File: src/hw/sync_counter_cfg.svh
// Constants of the horizontal sync frequency counter: offsets, fields, resets, timing.
// Assumes a 25 MHz system clock; included by the package users by bare name.
`ifndef SYNC_COUNTER_CFG_SVH
`define SYNC_COUNTER_CFG_SVH

// ----------------------------------------------------------------------------
// Addresses
// ----------------------------------------------------------------------------
`define PERIPH_ADDR_SYNC_COUNT 7'h04
`define REGFILE_ADDR_GATE_MODE 7'h11
`define REGFILE_ADDR_GATE_STATUS 7'h12

// ----------------------------------------------------------------------------
// Fields and reset values
// ----------------------------------------------------------------------------
`define GATE_OPEN_STATUS_BIT 3
`define SYNC_COUNT_RESET 6'h00
`define GATE_MODE_RESET 2'h0
`define GATE_MODE_CLOSED 2'h0
`define GATE_MODE_OPEN 2'h1
`define GATE_MODE_TIMED 2'h2

// ----------------------------------------------------------------------------
// Timing
// ----------------------------------------------------------------------------
`define CLK_PERIOD_NS 40
`define GATE_TICK_PERIOD_NS 62500
`define GATE_TIME_NS 1690000
// Longest start delay rounds down; gate time is an exact whole count
`define GATE_TICK_CYCLES (`GATE_TICK_PERIOD_NS / `CLK_PERIOD_NS)
`define GATE_TIME_CYCLES (`GATE_TIME_NS / `CLK_PERIOD_NS)

`endif

File: src/hw/sync_counter_pkg.sv
// Types shared by the horizontal sync frequency counter files.
// Assumes nothing beyond a SystemVerilog compiler.
package sync_counter_pkg;

    typedef enum logic [1:0] {
        MODE_CLOSED,
        MODE_OPEN,
        MODE_TIMED,
        MODE_SPARE
    } gate_mode_t;

    typedef enum logic [1:0] {
        GATE_IDLE,
        GATE_WAIT_TICK,
        GATE_RUN,
        GATE_DONE
    } gate_state_t;

endpackage : sync_counter_pkg

File: src/hw/hsync_frequency_counter.sv
// Horizontal sync frequency counter: gate mode register, gate sequencer, counter.
// Assumes register file and peripheral strobes come from the CPU core,
// all synchronous to sys_clk; the pin input is already digital.
//
// How it works
// - Count rising sync input edges in a 6-bit counter only while gate is open.
// - Closing the gate freezes the count at the pulses seen while open.
// - Input bias output is driven only in open and timed modes.
// - Counter is read-only at peripheral address 04H via the read op.
// - Two-bit gate mode register lives at register file address 11H.
// - Closed mode: gate shut, counter and tick generator idle, bias off.
// - Reset or clock stop forces the gate mode to closed.
// - Reset or clock stop clears the pulse counter to 00H.
// - Writing open mode opens gate, clears counter, counts with bias on.
// - Counter wraps from its maximum to 00H and keeps counting.
// - Timed mode clears counter and starts within one 62.5 us gate tick.
// - Timed gate stays open exactly 1.69 ms then closes itself.
// - Gate tick generator runs only in timed mode.
// - Writing 0010B to the gate mode register selects timed mode.
// - Shared port bit reads 0 while the pin is used for counting.
// - Gate-open flag is bit 3 of register file address 12H, high when open.
// - In timed mode the flag reads high from mode set until the first tick.
`timescale 1ns/100ps
`include "sync_counter_cfg.svh"

module hsync_frequency_counter #(
    parameter int COUNT_WIDTH = 6,
    parameter int TICK_CYCLES = `GATE_TICK_CYCLES,
    parameter int GATE_CYCLES = `GATE_TIME_CYCLES
) (
    input wire logic sys_clk,
    input wire logic reset_n,
    input wire logic clock_stop,
    input wire logic sync_count_input,
    input wire logic shared_port_bit_in,
    output logic shared_port_bit_read,
    output logic input_bias_on,
    input wire logic regfile_write_op,
    input wire logic regfile_read_op,
    input wire logic [6:0] regfile_addr,
    input wire logic [3:0] regfile_wdata,
    output logic [3:0] regfile_rdata,
    input wire logic peripheral_read_op,
    input wire logic [6:0] peripheral_addr,
    output logic [15:0] transfer_buffer,
    output logic gate_open
);
    // ------------------------------------------------------------------------
    // Register decode
    // ------------------------------------------------------------------------
    function automatic logic hit(input logic strobe, input logic [6:0] addr,
                                 input logic [6:0] target);
        hit = strobe && (addr == target);
    endfunction : hit

    wire mode_wr = hit(regfile_write_op, regfile_addr, `REGFILE_ADDR_GATE_MODE);
    wire mode_rd = hit(regfile_read_op, regfile_addr, `REGFILE_ADDR_GATE_MODE);
    wire stat_rd = hit(regfile_read_op, regfile_addr, `REGFILE_ADDR_GATE_STATUS);
    wire cnt_rd = hit(peripheral_read_op, peripheral_addr, `PERIPH_ADDR_SYNC_COUNT);

    // ------------------------------------------------------------------------
    // Gate mode register
    // ------------------------------------------------------------------------
    sync_counter_pkg::gate_mode_t mode_ff;
    sync_counter_pkg::gate_mode_t nxt_mode;
    sync_counter_pkg::gate_state_t state_ff;
    sync_counter_pkg::gate_state_t nxt_state;
    logic [$clog2(GATE_CYCLES+1)-1:0] gate_cnt_ff;
    logic [$clog2(GATE_CYCLES+1)-1:0] nxt_gate_cnt;
    logic [3:0] rdata_ff;
    logic [3:0] nxt_rdata;
    logic [15:0] tbuf_ff;
    logic [15:0] nxt_tbuf;
    logic [COUNT_WIDTH-1:0] count;
    logic tick;
    logic tick_run;
    logic clear_count;
    logic counting;
    logic sync_mode;

    // Only the two low bits store; upper bits of the write are dropped
    assign nxt_mode = clock_stop ? sync_counter_pkg::MODE_CLOSED :
        mode_wr ? sync_counter_pkg::gate_mode_t'(regfile_wdata[1:0]) : mode_ff;

    always_ff @(posedge sys_clk or negedge reset_n) begin
        if (!reset_n) begin
            mode_ff <= sync_counter_pkg::MODE_CLOSED;
        end else begin
            mode_ff <= nxt_mode;
        end
    end

    // ------------------------------------------------------------------------
    // Gate sequencer
    // ------------------------------------------------------------------------
    // Every mode write restarts the sequence, so rewriting a mode re-arms it
    always_comb begin
        nxt_state = state_ff;
        nxt_gate_cnt = gate_cnt_ff;
        if (clock_stop) begin
            nxt_state = sync_counter_pkg::GATE_IDLE;
        end else if (mode_wr) begin
            unique case (regfile_wdata[1:0])
                `GATE_MODE_OPEN: nxt_state = sync_counter_pkg::GATE_RUN;
                `GATE_MODE_TIMED: nxt_state = sync_counter_pkg::GATE_WAIT_TICK;
                default: nxt_state = sync_counter_pkg::GATE_IDLE;
            endcase
            nxt_gate_cnt = '0;
        end else begin
            unique case (state_ff)
                sync_counter_pkg::GATE_IDLE: begin
                end
                sync_counter_pkg::GATE_WAIT_TICK: begin
                    if (tick) begin
                        nxt_state = sync_counter_pkg::GATE_RUN;
                    end
                end
                sync_counter_pkg::GATE_RUN: begin
                    if (mode_ff == sync_counter_pkg::MODE_TIMED) begin
                        nxt_gate_cnt = gate_cnt_ff + 1'b1;
                        if (gate_cnt_ff == ($bits(gate_cnt_ff))'(GATE_CYCLES - 1)) begin
                            nxt_state = sync_counter_pkg::GATE_DONE;
                        end
                    end
                end
                sync_counter_pkg::GATE_DONE: begin
                    // Gate stays shut and the count holds until a mode write or clock stop
                end
            endcase
        end
    end

    always_ff @(posedge sys_clk or negedge reset_n) begin
        if (!reset_n) begin
            state_ff <= sync_counter_pkg::GATE_IDLE;
            gate_cnt_ff <= '0;
        end else begin
            state_ff <= nxt_state;
            gate_cnt_ff <= nxt_gate_cnt;
        end
    end

    assign counting = (state_ff == sync_counter_pkg::GATE_RUN);
    assign gate_open = counting;
    assign sync_mode = (mode_ff == sync_counter_pkg::MODE_OPEN) ||
        (mode_ff == sync_counter_pkg::MODE_TIMED);
    assign input_bias_on = sync_mode;
    assign tick_run = (mode_ff == sync_counter_pkg::MODE_TIMED) && !clock_stop;
    // Clear on entry to a counting mode; a closed-mode write leaves the count alone
    assign clear_count = clock_stop || (mode_wr && (regfile_wdata[1:0] == `GATE_MODE_OPEN ||
        regfile_wdata[1:0] == `GATE_MODE_TIMED));

    // ------------------------------------------------------------------------
    // Gate clock and counter
    // ------------------------------------------------------------------------
    gate_tick_gen #(
        .TICK_CYCLES(TICK_CYCLES)
    ) u_tick (
        .sys_clk(sys_clk),
        .reset_n(reset_n),
        .run(tick_run),
        .tick(tick)
    );

    // Counter sees pulses only through the gate; frozen otherwise
    pulse_counter #(
        .WIDTH(COUNT_WIDTH)
    ) u_count (
        .sys_clk(sys_clk),
        .reset_n(reset_n),
        .clear(clear_count),
        .gate_open(counting),
        .pulse_in(sync_count_input),
        .count(count)
    );

    // ------------------------------------------------------------------------
    // Read paths
    // ------------------------------------------------------------------------
    // Flag covers the wait for the first tick as well as the open interval
    wire flag_open = counting || (state_ff == sync_counter_pkg::GATE_WAIT_TICK);
    assign nxt_rdata = mode_rd ? {2'h0, mode_ff} :
        stat_rd ? {flag_open, 3'h0} :
        rdata_ff;
    assign nxt_tbuf = cnt_rd ? {{(16-COUNT_WIDTH){1'b0}}, count} : tbuf_ff;
    // Port bit is masked whenever the pin serves the counter
    assign shared_port_bit_read = shared_port_bit_in && !sync_mode;

    always_ff @(posedge sys_clk or negedge reset_n) begin
        if (!reset_n) begin
            rdata_ff <= 4'h0;
            tbuf_ff <= 16'h0000;
        end else begin
            rdata_ff <= nxt_rdata;
            tbuf_ff <= nxt_tbuf;
        end
    end

    assign regfile_rdata = rdata_ff;
    assign transfer_buffer = tbuf_ff;

    // ------------------------------------------------------------------------
    // Check helpers
    // ------------------------------------------------------------------------
    // Long timing rules are checked against these counters, not delay ranges,
    // since the real gate spans tens of thousands of cycles
    logic [$clog2(TICK_CYCLES+1)-1:0] wait_len_ff;
    logic [$clog2(TICK_CYCLES+1)-1:0] nxt_wait_len;
    logic [$clog2(GATE_CYCLES+1)-1:0] open_len_ff;
    logic [$clog2(GATE_CYCLES+1)-1:0] nxt_open_len;
    wire in_wait = (state_ff == sync_counter_pkg::GATE_WAIT_TICK);
    wire in_done = (state_ff == sync_counter_pkg::GATE_DONE);

    assign nxt_wait_len = in_wait ? wait_len_ff + 1'b1 : '0;
    // Held through the done state so the closing check sees the whole span
    assign nxt_open_len = counting ? open_len_ff + 1'b1 :
        in_done ? open_len_ff : '0;

    always_ff @(posedge sys_clk or negedge reset_n) begin
        if (!reset_n) begin
            wait_len_ff <= '0;
            open_len_ff <= '0;
        end else begin
            wait_len_ff <= nxt_wait_len;
            open_len_ff <= nxt_open_len;
        end
    end
endmodule : hsync_frequency_counter

File: src/hw/gate_tick_gen.sv
// Gate clock generator: a free divider that emits one-cycle ticks while enabled.
// Assumes the enable drops whenever the timed mode is left, so it restarts at zero.
`timescale 1ns/100ps
`include "sync_counter_cfg.svh"

module gate_tick_gen #(
    parameter int TICK_CYCLES = `GATE_TICK_CYCLES
) (
    input wire logic sys_clk,
    input wire logic reset_n,
    input wire logic run,
    output logic tick
);
    logic [$clog2(TICK_CYCLES)-1:0] div_ff;
    logic [$clog2(TICK_CYCLES)-1:0] nxt_div;
    logic wrap;

    assign wrap = (div_ff == ($clog2(TICK_CYCLES))'(TICK_CYCLES - 1));
    assign nxt_div = (!run || wrap) ? '0 : div_ff + 1'b1;
    assign tick = run && wrap;

    always_ff @(posedge sys_clk or negedge reset_n) begin
        if (!reset_n) begin
            div_ff <= '0;
        end else begin
            div_ff <= nxt_div;
        end
    end
endmodule : gate_tick_gen

File: src/hw/pulse_counter.sv
// Six-bit gated pulse counter with synchronous clear and rising-edge counting.
// Assumes the conditioned input is already synchronous to sys_clk.
`timescale 1ns/100ps
`include "sync_counter_cfg.svh"

module pulse_counter #(
    parameter int WIDTH = 6
) (
    input wire logic sys_clk,
    input wire logic reset_n,
    input wire logic clear,
    input wire logic gate_open,
    input wire logic pulse_in,
    output logic [WIDTH-1:0] count
);
    logic prev_ff;
    logic edge_seen;
    logic [WIDTH-1:0] count_ff;
    logic [WIDTH-1:0] nxt_count;

    assign edge_seen = pulse_in && !prev_ff;
    // Plain binary add wraps to zero past the top value
    assign nxt_count = clear ? '0 :
        (gate_open && edge_seen) ? count_ff + 1'b1 : count_ff;
    assign count = count_ff;

    always_ff @(posedge sys_clk or negedge reset_n) begin
        if (!reset_n) begin
            prev_ff <= 1'b0;
            count_ff <= '0;
        end else begin
            prev_ff <= pulse_in;
            count_ff <= nxt_count;
        end
    end
endmodule : pulse_counter

File: config.mk
export PLATFORM = sky130hd
export DESIGN_NAME = hsync_frequency_counter
export DESIGN_NICKNAME = d
export VERILOG_FILES = /design/src/hw/sync_counter_pkg.sv /design/src/hw/hsync_frequency_counter.sv /design/src/hw/gate_tick_gen.sv /design/src/hw/pulse_counter.sv
export VERILOG_INCLUDE_DIRS = /design/src /design/src/hw
export SDC_FILE = /design/constraint.sdc
export NUM_CORES = 1
export LEC_CHECK = 0
export ABC_AREA = 1
export BUFFER_PORTS_ARGS = -buffer_cell sky130_fd_sc_hd__buf_4
export CAP_MARGIN = 20
export CORE_MARGIN = 4
export CORE_UTILIZATION = 53
export CTS_CLUSTER_SIZE = 10
export DETAILED_ROUTE_END_ITERATION = 16
export HOLD_SLACK_MARGIN = 0.02
export PLACE_DENSITY = 0.76
export SYNTH_ARGS = -nofsm -noshare
export SYNTH_HDL_FRONTEND = slang
export SYNTH_SLANG_ARGS = --single-unit
File: constraint.sdc
create_clock -name sys_clk -period 2.3 [get_ports sys_clk]
set_clock_uncertainty 0.2 [all_clocks]
set_input_delay 0.115 -clock sys_clk [delete_from_list [all_inputs] [get_ports sys_clk]]
set_output_delay 0.115 -clock sys_clk [all_outputs]
set_load 0.01 [all_outputs]
* After elaboration in Yosys (flattened, before gate mapping)
Cells that the tools add are included.
Word-level totals: register bits 48, output and inout bits 23, logic and storage cells 70
Cells by class: $add $sub $neg 3, equal/unequal tests 14, multiplexer cells 17, bitwise operators 1, reductions and logical operators 27
Operators by type and width (number):
- two-way mux 16 bit | 3
- adder 16 x 1 -> 16 bit, second input constant | 1
- == test 16 bit, second input constant | 1
- == test 7 x 5 -> 1 bit, second input constant | 2
- two-way mux 2 bit | 7
- two-way mux 6 bit | 2
- adder 11 x 1 -> 11 bit, second input constant | 1
- == test 11 bit, second input constant | 1
- two-way mux 11 bit | 1
- logical AND 1 bit | 10
- nonzero test 2 bit | 5
- two-way mux 4 bit | 2
- inequality test 4 x 3 -> 1 bit, second input constant | 2
- one-hot mux 2 bit (2 select lines) | 2
- == test 7 x 3 -> 1 bit, second input constant | 1
- adder 6 x 1 -> 6 bit, second input constant | 1
- == test 2 x 1 -> 1 bit, second input constant | 3
- == test 2 bit, second input constant | 3
- logical OR 1 bit | 5
- zero test 1 bit | 4
- inequality test 4 bit, second input constant | 1
- AND reduction 4 bit | 1
- nonzero test 4 bit | 1
- AND reduction 3 bit | 1
- NOT 1 bit | 1

* Logic depth before layout (Yosys ltp)
Gate-level depths: netlist of run 1.
word-level depth 7, gate-level depth with buffers 11, mapped depth without buffers 10

* By module
A second synthesis of run 1 with hierarchy kept.
Second synthesis, totals: cell total of the unflattened synthesis 399, area, all modules 3011.6 um^2
Modules (own cells, without submodules):
- hsync_frequency_counter | times used 1, cells each 268, area each 2005.7 um^2, sequential area each 725.7 um^2
- gate_tick_gen | times used 1, cells each 83, area each 634.4 um^2, sequential area each 275.3 um^2
- pulse_counter | times used 1, cells each 48, area each 371.6 um^2, sequential area each 175.2 um^2

* Worst setup path before layout of run 1
No wires, ideal clock.
path type register -> register, start reg state_ff[0], end reg u_count.count_ff[5] (netlist: u_count.count[5]), arrival 1438 ps, data required time 1959 ps, setup slack 522 ps, cell stages (with the launch flop) 10, buffers on the path 0, path through dfrtp_1 -> inv_1 -> ha_1 -> nand2_1 -> nor2_2 -> inv_1 -> nor2_1 -> nand3_1 -> xor2_1 -> nor2_1
Between the ends: word-level cells in the longest chain between the ends 3
Ends and longest elaborated chain:
- start, declared | line hsync_frequency_counter.sv:66 | sync_counter_pkg::gate_state_t state_ff;
- start signal, assigned | line hsync_frequency_counter.sv:135 | state_ff <= sync_counter_pkg::GATE_IDLE;
- start signal, assigned | line hsync_frequency_counter.sv:138 | state_ff <= nxt_state;
- == test 2 bit | line hsync_frequency_counter.sv:143 | assign counting = (state_ff == sync_counter_pkg::GATE_RUN);
- via gate_open | line hsync_frequency_counter.sv:46 | output logic gate_open
- logical AND 1 bit | line pulse_counter.sv:24 | (gate_open && edge_seen) ? count_ff + 1'b1 : count_ff;
- nonzero test 2 bit (no source line)
- end signal, assigned | line pulse_counter.sv:33 | count_ff <= nxt_count;
- end, declared | line pulse_counter.sv:18 | logic [WIDTH-1:0] count_ff;
The timed path passes the listed nets, and every way through them passes these cells. A chain may end at the register's enable or synchronous reset.

* Worst setup path after layout of run 1
start reg state_ff[0], end reg u_count.count_ff[5] (netlist: u_count.count[5])
Between the ends: word-level cells in the longest chain between the ends 3
Ends and longest elaborated chain (line):
- == test 2 bit | hsync_frequency_counter.sv:143
- logical AND 1 bit | pulse_counter.sv:24
- nonzero test 2 bit (no source line)
Every way passes these cells.

==> metrics.txt, run 1 <==
status=complete, no violations; met3 usage=3.139%; Crit. End Element=flop; buffers added on ports=35; Congestion Overflow GR=0; Cells after Synth=358; crit path launch type=flop; Clock Path Buffers=2; total clock sinks=47; final setup violating endpoints=0; # DRC=0; Post-CTS Resized=0; VDD IR-drop max=0.2698 mV; Min-Delay Path Depth=4; RR Startpoint=state_ff[0]; row count=25; CTS tree=built; measured slew at the worst slew-check pin=0.5914 ns; max_cap viols=0; diode count=0; Slowest-stage cell, CP=dfrtp_1; Die Ht=roughly 80 µm; Initial DRC Count=127; final setup margin=0.3901 ns; PwrDens=457.5 mW/mm²; post-route cell area=around 0.0033 mm²; clock latency on the worst-skew pair=approximately 0.30 ns; Cell variety after synth=31; max incr delay on CP=0.41 ns; worst hold endpoint=regfile_rdata[0]; setup slack, reg-to-reg=0.39 ns; LEAKAGE=about 1.6 nW; grt met1 use=24.53%; Synth Register Bits=47; Routed WL=5.573 mm; CTS Buf Count=5; yosys warns=0; antenna violations before repair=0; met2 usage=35.35%; worst reg2reg path endpoint=u_count.count[5]; initial core utilization=between 50% and 60%; fin crit share=83.04%; remaining antenna violation count=0; pre-CTS setup slack=between 0.4 and 0.5 ns; Pre-antenna DRT Iters=4; Max-slew headroom=60.57%; number of buffers added for setup after CTS=0; I/O Pins=49; Seq/Total Area, Yosys=42.71%; clk slew on worst S/H paths=~0.090 ns; RSZ-0062 raised after global routing=no; die area=0.006414 mm²; Final Max Slew Viols=0; die width=80.09 µm; minimum clock period=1.910 ns; RD Place Congestion=0.8640; Hold Path Class=primary input to flop; FF-to-FF path depth=9; endpoints failing hold=0; Core ar.=0.004880 mm²; largest net degree at the start of global routing=48; Detailed Place HPWL=4.021 mm; via count=~2300; Via-to-Cell Ratio=~4.9; worst-path cell chain=inv_1 > ha_1 > nand2_1 > nor2_2 > inv_1 > nor2_1 > nand3_1 > xor2_1 > nor2_1; HP Start=regfile_addr[5]; Post-Syn Area per Cell=7.692 µm²; maximum fanout along the worst path=7; critical path arrival=1.91 ns; class of the most critical setup path=flop to flop; Setup TNS=0 ns; most used routing layer=met2; layout net count=approximately 450; WL/cell=11.66 µm; root buffer cell=clkbuf_8; filler instances=445; Max Clock Freq=about 0.52 GHz; share of cells above drive strength 1=14.60%; synthesized area=0.002754 mm²; Post-Place Cell Area=0.003047 mm²; area grow syn2layout=18.08%; Final Core Density=66.64%; first-pass GRT wire length=roughly 10 mm; Tot GR Track Use=19.91%; vias in the first global route=2295; Required @ worst endpoint=2.30 ns; hold_buf cts=12; H-tree Lvls=2
worst max-delay path by stage:
stage	from	to	slack, ns	cells after the start
finish	state_ff[0]	u_count.count[5]	0.39	9
detailed placement	state_ff[0]	u_count.count[5]	0.44	9
CTS	state_ff[0]	u_count.count[5]	0.37	9
global route	state_ff[0]	u_count.count[5]	0.12	9
global placement	state_ff[0]	u_count.count[5]	0.44	9
floorplan	state_ff[0]	u_count.count[5]	0.52	9
report_power, final:
part / switching (mW) / internal (mW)
Sequential: 0.0136 / 0.840
Combinational: 0.0798 / 0.0658
Clock: 0.276 / 0.213
Total: 0.369 / 1.12
state kept, by name, indices dropped and copies added, names as in the netlist:
name / flops
gate_cnt_ff: 16
mode_ff: 2
regfile_rdata: 3
state_ff: 2
transfer_buffer: 6
u_count.count: 6
u_count.prev_ff: 1
u_tick.div_ff: 11
per-layer routing:
metal  wire (µm)  part of all wire (%)  up-vias
met3         262                   4.7        4
met5           0                     0        -
met1        2579                    46     1057
met2        2660                    48       56
li1            -                     -     1230
met4          70                   1.3        0
placed cells by master, fill, tap and decap left out:
| master | Yosys | final |
|---|---|---|
| a21oi_1 | 8 | 8 |
| buf_4 | 11 | 37 |
| clkbuf_1 | 1 | 1 |
| clkbuf_8 | 0 | 5 |
| clkinv_2 | 0 | 1 |
| clkinvlp_4 | 0 | 1 |
| conb_1 | 1 | 11 |
| dfrtp_1 | 47 | 47 |
| dlygate4sd3_1 | 0 | 12 |
| ha_1 | 10 | 10 |
| inv_1 | 43 | 43 |
| inv_6 | 1 | 1 |
| nand2_1 | 92 | 92 |
| nand2_2 | 1 | 1 |
| nand2_4 | 1 | 1 |
| nand2_8 | 1 | 1 |
| nand3_1 | 37 | 37 |
| nand4_1 | 3 | 3 |
| nor2_1 | 43 | 43 |
| nor2_2 | 2 | 2 |
| nor2_4 | 1 | 1 |
| nor3_1 | 10 | 10 |
| nor3_4 | 1 | 1 |
| nor3b_1 | 3 | 3 |
| nor4_1 | 2 | 2 |
| o21a_1 | 1 | 1 |
| o21ai_0 | 13 | 13 |
| o21ai_2 | 6 | 6 |
| o21bai_1 | 3 | 3 |
| o22ai_1 | 1 | 1 |
| o31ai_1 | 3 | 3 |
| or2_2 | 2 | 2 |
| xor2_1 | 8 | 8 |
area by class of cell:
type	instances	area (µm²)	share of cell area, %
multi-input cells	263	1339	41.17
flip-flops and latches	47	1176	36.17
repair buffers	49	397.9	12.24
inverters	44	170.2	5.233
well taps	67	83.83	2.578
clock buffers	6	72.57	2.232
clock inverters	2	12.51	0.3848
stage by stage:
step / power, mW / cells / hold slack [ns]
finish: 1.488 / 478 / 0.03208
global placement: 0.9986 / 458 / -0.03873
detailed placement: 1.003 / 458 / -0.03436
CTS: 1.511 / 478 / 0.02934
floorplan: 0.9420 / 368 / -0.3806
global route: 1.568 / 478 / 0.05469
cells by family (layout without fill, tap and decap cells):
family                   Yosys count  in the layout  synth area share [%]
AND/OR/NAND/NOR                  199            199                 32.17
buffers and inverters             58            101                 10.04
flip-flops                        47             47                 42.71
AO/OA/AOI/OAI                     35             35                 7.860
adder cells (fa/ha/maj)           10             10                 4.543
XOR/XNOR                           8              8                 2.544
other                              1             11                0.1362
cell usage after synthesis (all sizes together):
cell type,instances,share of area (%)
a21oi,8,1.5
buf,13,3.7
clkbuf,1,0.14
conb,1,0.14
dfrtp,47,43
ha,10,4.5
inv,44,6.2
nand2,95,14
nand3,37,6.7
nand4,3,0.68
nor2,46,6.7
nor3,11,2.4
nor3b,3,0.82
nor4,2,0.45
o21a,1,0.27
o21ai,19,4.3
o21bai,3,0.82
o22ai,1,0.23
o31ai,3,0.82
or2,2,0.45
xor2,8,2.5
critical path, delay by kind of cell, from the launching register on:
family        cells  cell delay (ns)
simple gates      5             0.60
flops             1             0.41
fa+ha+maj         1             0.28
buf+inv           2             0.18
xor+xnor          1             0.14
(Power assumes the default switching activity.)
==> run 2, diff against run 1 <==
Settings changed: ABC_AREA 1 to 0, CORE_UTILIZATION 53 to 50.
Clock period 2.3 ns to 1.7 ns, I/O delays scaled along.
==> run 2 against run 1 <==
Net effect: the flow now finishes with violations (setup timing); synthesized area down 7.6%; clock-buffer cell count unchanged; final cell count down 11%; global-route usage down 0.24 points; hold slack worse by 0.0045 ns; register-to-register slack worse by 0.58 ns; combinational power up 81%; cell area up 12%; sequential share of layout area down 4.0 points; critical endpoint is now gate_cnt_ff[11]; largest power group unchanged.
==> metrics.txt, run 2 <==
status=finished, violations left; violated checks=setup timing; initial core utilization=~53%; Cells after Synth=258; main combinational cell family by area after synthesis=simple AND/OR/NAND/NOR gates; yosys warns=0; vias in the first global route=2200; Final Max Slew Viols=0; Seq. cell area=0.001176 mm²; power after layout=2.384 mW; class of the most critical setup path=flop to flop; Commonest cells post-synth=47 x dfrtp_1, 31 x nor2_1, 23 x nand2_1, 13 x inv_1, 12 x xnor2_1; Top FF cell, synth=dfrtp_1; Routed WL=~6.1 mm; LEAKAGE=approximately 1.8 nW; clk slew on worst S/H paths=0.09 ns; row count=25; Tot GR Track Use=19.68%; Initial DRC Count=87; Seq/Total Area, Yosys=46.24%; CP startpoint=state_ff[0]; Core ar.=~0.0048 mm²; Die Ht=79.33 µm; Congestion Overflow GR=0; synthesized area=0.002544 mm²; CTS tree=built; Via-to-Cell Ratio=5.220; Clock Power Share=roughly 40%; HP Start=regfile_addr[1]; # DRC=0; Max Clock Freq=0.5280 GHz; share of cells above drive strength 1=37.22%; Cell variety after synth=46; RR Startpoint=state_ff[0]; measured slew at the worst slew-check pin=approximately 0.59 ns; Comb pwr share=about 11%; Setup TNS=-1.206 ns; commonest non-fill, non-tap cell in the layout=buf_4; diode count=0; Adder-Cell Fraction of Synth Area=4.919%; via count=2229; RD Place Congestion=0.8064; WL/cell=14.37 µm; remaining antenna violation count=0; Post-synth EDFFs=0; buffers added on ports=35; max reg flops=16; RSZ-0062 raised after global routing=yes; filler instances=358; antenna violations before repair=0; Hold WS=0.02754 ns; Clock Path Buffers=2; Top Registers=gate_cnt_ff x16, u_tick.div_ff x11; PwrDens=652.5 mW/mm²; layout net count=a little under 400; Hold Path Class=primary input to flop; Pre-antenna DRT Iters=4; Cells after DPL=393; H-tree Lvls=2; Final Core Density=between 70% and 80%; minimum clock period=1.894 ns; Layout Cells excl Fill=roughly 430; root buffer cell=clkbuf_8; first-pass GRT wire length=9.811 mm; die width=around 79 µm; simple-gate share of the synthesized area=24.55%; I/O Pins=49; largest net degree at the start of global routing=48; Crit. End Element=flop; Post-Syn Area per Cell=just under 10 µm²; maximum fanout along the worst path=8; Largest Register=gate_cnt_ff; VDD IR-drop max=about 0.47 mV; critical path arrival=between 1.5 and 2 ns; clock latency on the worst-skew pair=approximately 0.3 ns; fin crit share=111.4%; Required @ worst endpoint=1.72 ns; crit path launch type=flop; FFs w/ async S/R, synth=100.0%; area occupied by multi-input gates=0.001410 mm²; die area=0.006292 mm²; total clock sinks=47; most frequent cells in the layout=83 x buf_4, 47 x dfrtp_1, 29 x nor2_1, 22 x nand2_1, 12 x xnor2_1; most numerous cell in the Yosys netlist=dfrtp_1; endpoints failing hold=0; Sw Share=21.27%; Compound-Gate Fraction of Synth Area=around 7.0%; Reg power frac=48.9%; area grow syn2layout=43.63%; Max-slew headroom=about three fifths; final setup violating endpoints=13; Synth Register Bits=47; CTS Buf Count=5; Int Power=1.877 mW; Net Switching=0.5071 mW; Synth top area share=46.24%; Synth Area in XOR/XNOR=7.919%; Detailed Place HPWL=3.985 mm; post-synthesis mux area share=3.050%; synth top area cells=dfrtp_1 46%, ha_1 4.9%, nor2_1 4.6%; final setup margin=-0.1938 ns; max_cap viols=0; dominant cell type by area after synthesis=dfrtp_1
## run 2: changes by cell type after synthesis, sizes merged, moves of 4 or more
cell	before	now
nand3	37	11
nor3	11	6
inv	44	13
and3	0	8
or3	0	4
o21ai	19	10
mux2	0	6
xnor2	0	12
nor2	46	31
nand2	95	23
nand4	3	7
## run 2: layer usage
metal,wire [µm],up-vias,GRT usage (%)
met2,3283,47,35.77
met3,314,9,4.308
li1,-,1077,-
met5,0,-,0
met1,2457,1096,23.21
met4,82,0,5.498
## run 2: area by class of cell
class	instances	share of cell area (%)
clock buffers	6	1.986
clock inverters	2	1.644
inverters	13	1.336
multi-input cells	193	38.60
flip-flops and latches	47	32.19
well taps	67	2.295
repair buffers	99	21.95
## run 2: cell families (layout without fill, tap and decap cells)
kind of cell / after synthesis / in the layout
fa+ha+maj: 10 / 10
flops: 47 / 47
buf+inv: 28 / 120
compound gates: 28 / 28
mux: 7 / 7
other cells: 1 / 11
simple gates: 114 / 114
xor+xnor: 23 / 23
## run 2: power by group through the flow
stage | Clock (mW) | Combinational [mW] | Sequential, mW
finish | 0.955 | 0.264 | 1.17
global route | 1.02 | 0.287 | 1.17
CTS | 0.971 | 0.257 | 1.17
detailed placement | 0 | 0.215 | 1.19
global placement | 0 | 0.211 | 1.19
floorplan | 0 | 0.0902 | 1.20
## run 2: per-stage QoR
stage	cell area, µm²	worst slack (ns)
3_3_place_gp	3137	-0.1262
6_report	3654	-0.1938
5_1_grt	3654	-0.2830
3_5_place_dp	3137	-0.1409
2_1_floorplan	2600	-0.1237
4_1_cts	3511	-0.1475
## run 2: critical path, cell delays in order (launching register included)
cell      delay [ns]
dfrtp_1         0.41
inv_2           0.08
ha_4            0.17
nand3b_1        0.14
nor3_4          0.19
a21oi_4         0.08
or3_4           0.40
a21oi_2         0.15
## run 2: timing repair
item,CTS,global route
buffers inserted,5,12
pin swaps,9,23
hold buffers,12,2
setup endpoints to repair,13,23
gates resized for setup,21,17
gates cloned,0,0
hold endpoints to repair,56,2
## run 2: worst paths after layout
path | to | cells past startpoint | slack [ns]
max | gate_cnt_ff[11] | 7 | -0.19
min | regfile_rdata[1] | 3 | 0.03
max reg2reg | gate_cnt_ff[11] | 7 | -0.19
min reg2reg | transfer_buffer[3] | 1 | 0.31
max in group asynchronous | gate_cnt_ff[10] | 2 | 0.75
min in group asynchronous | u_count.count[0] | 2 | 0.14
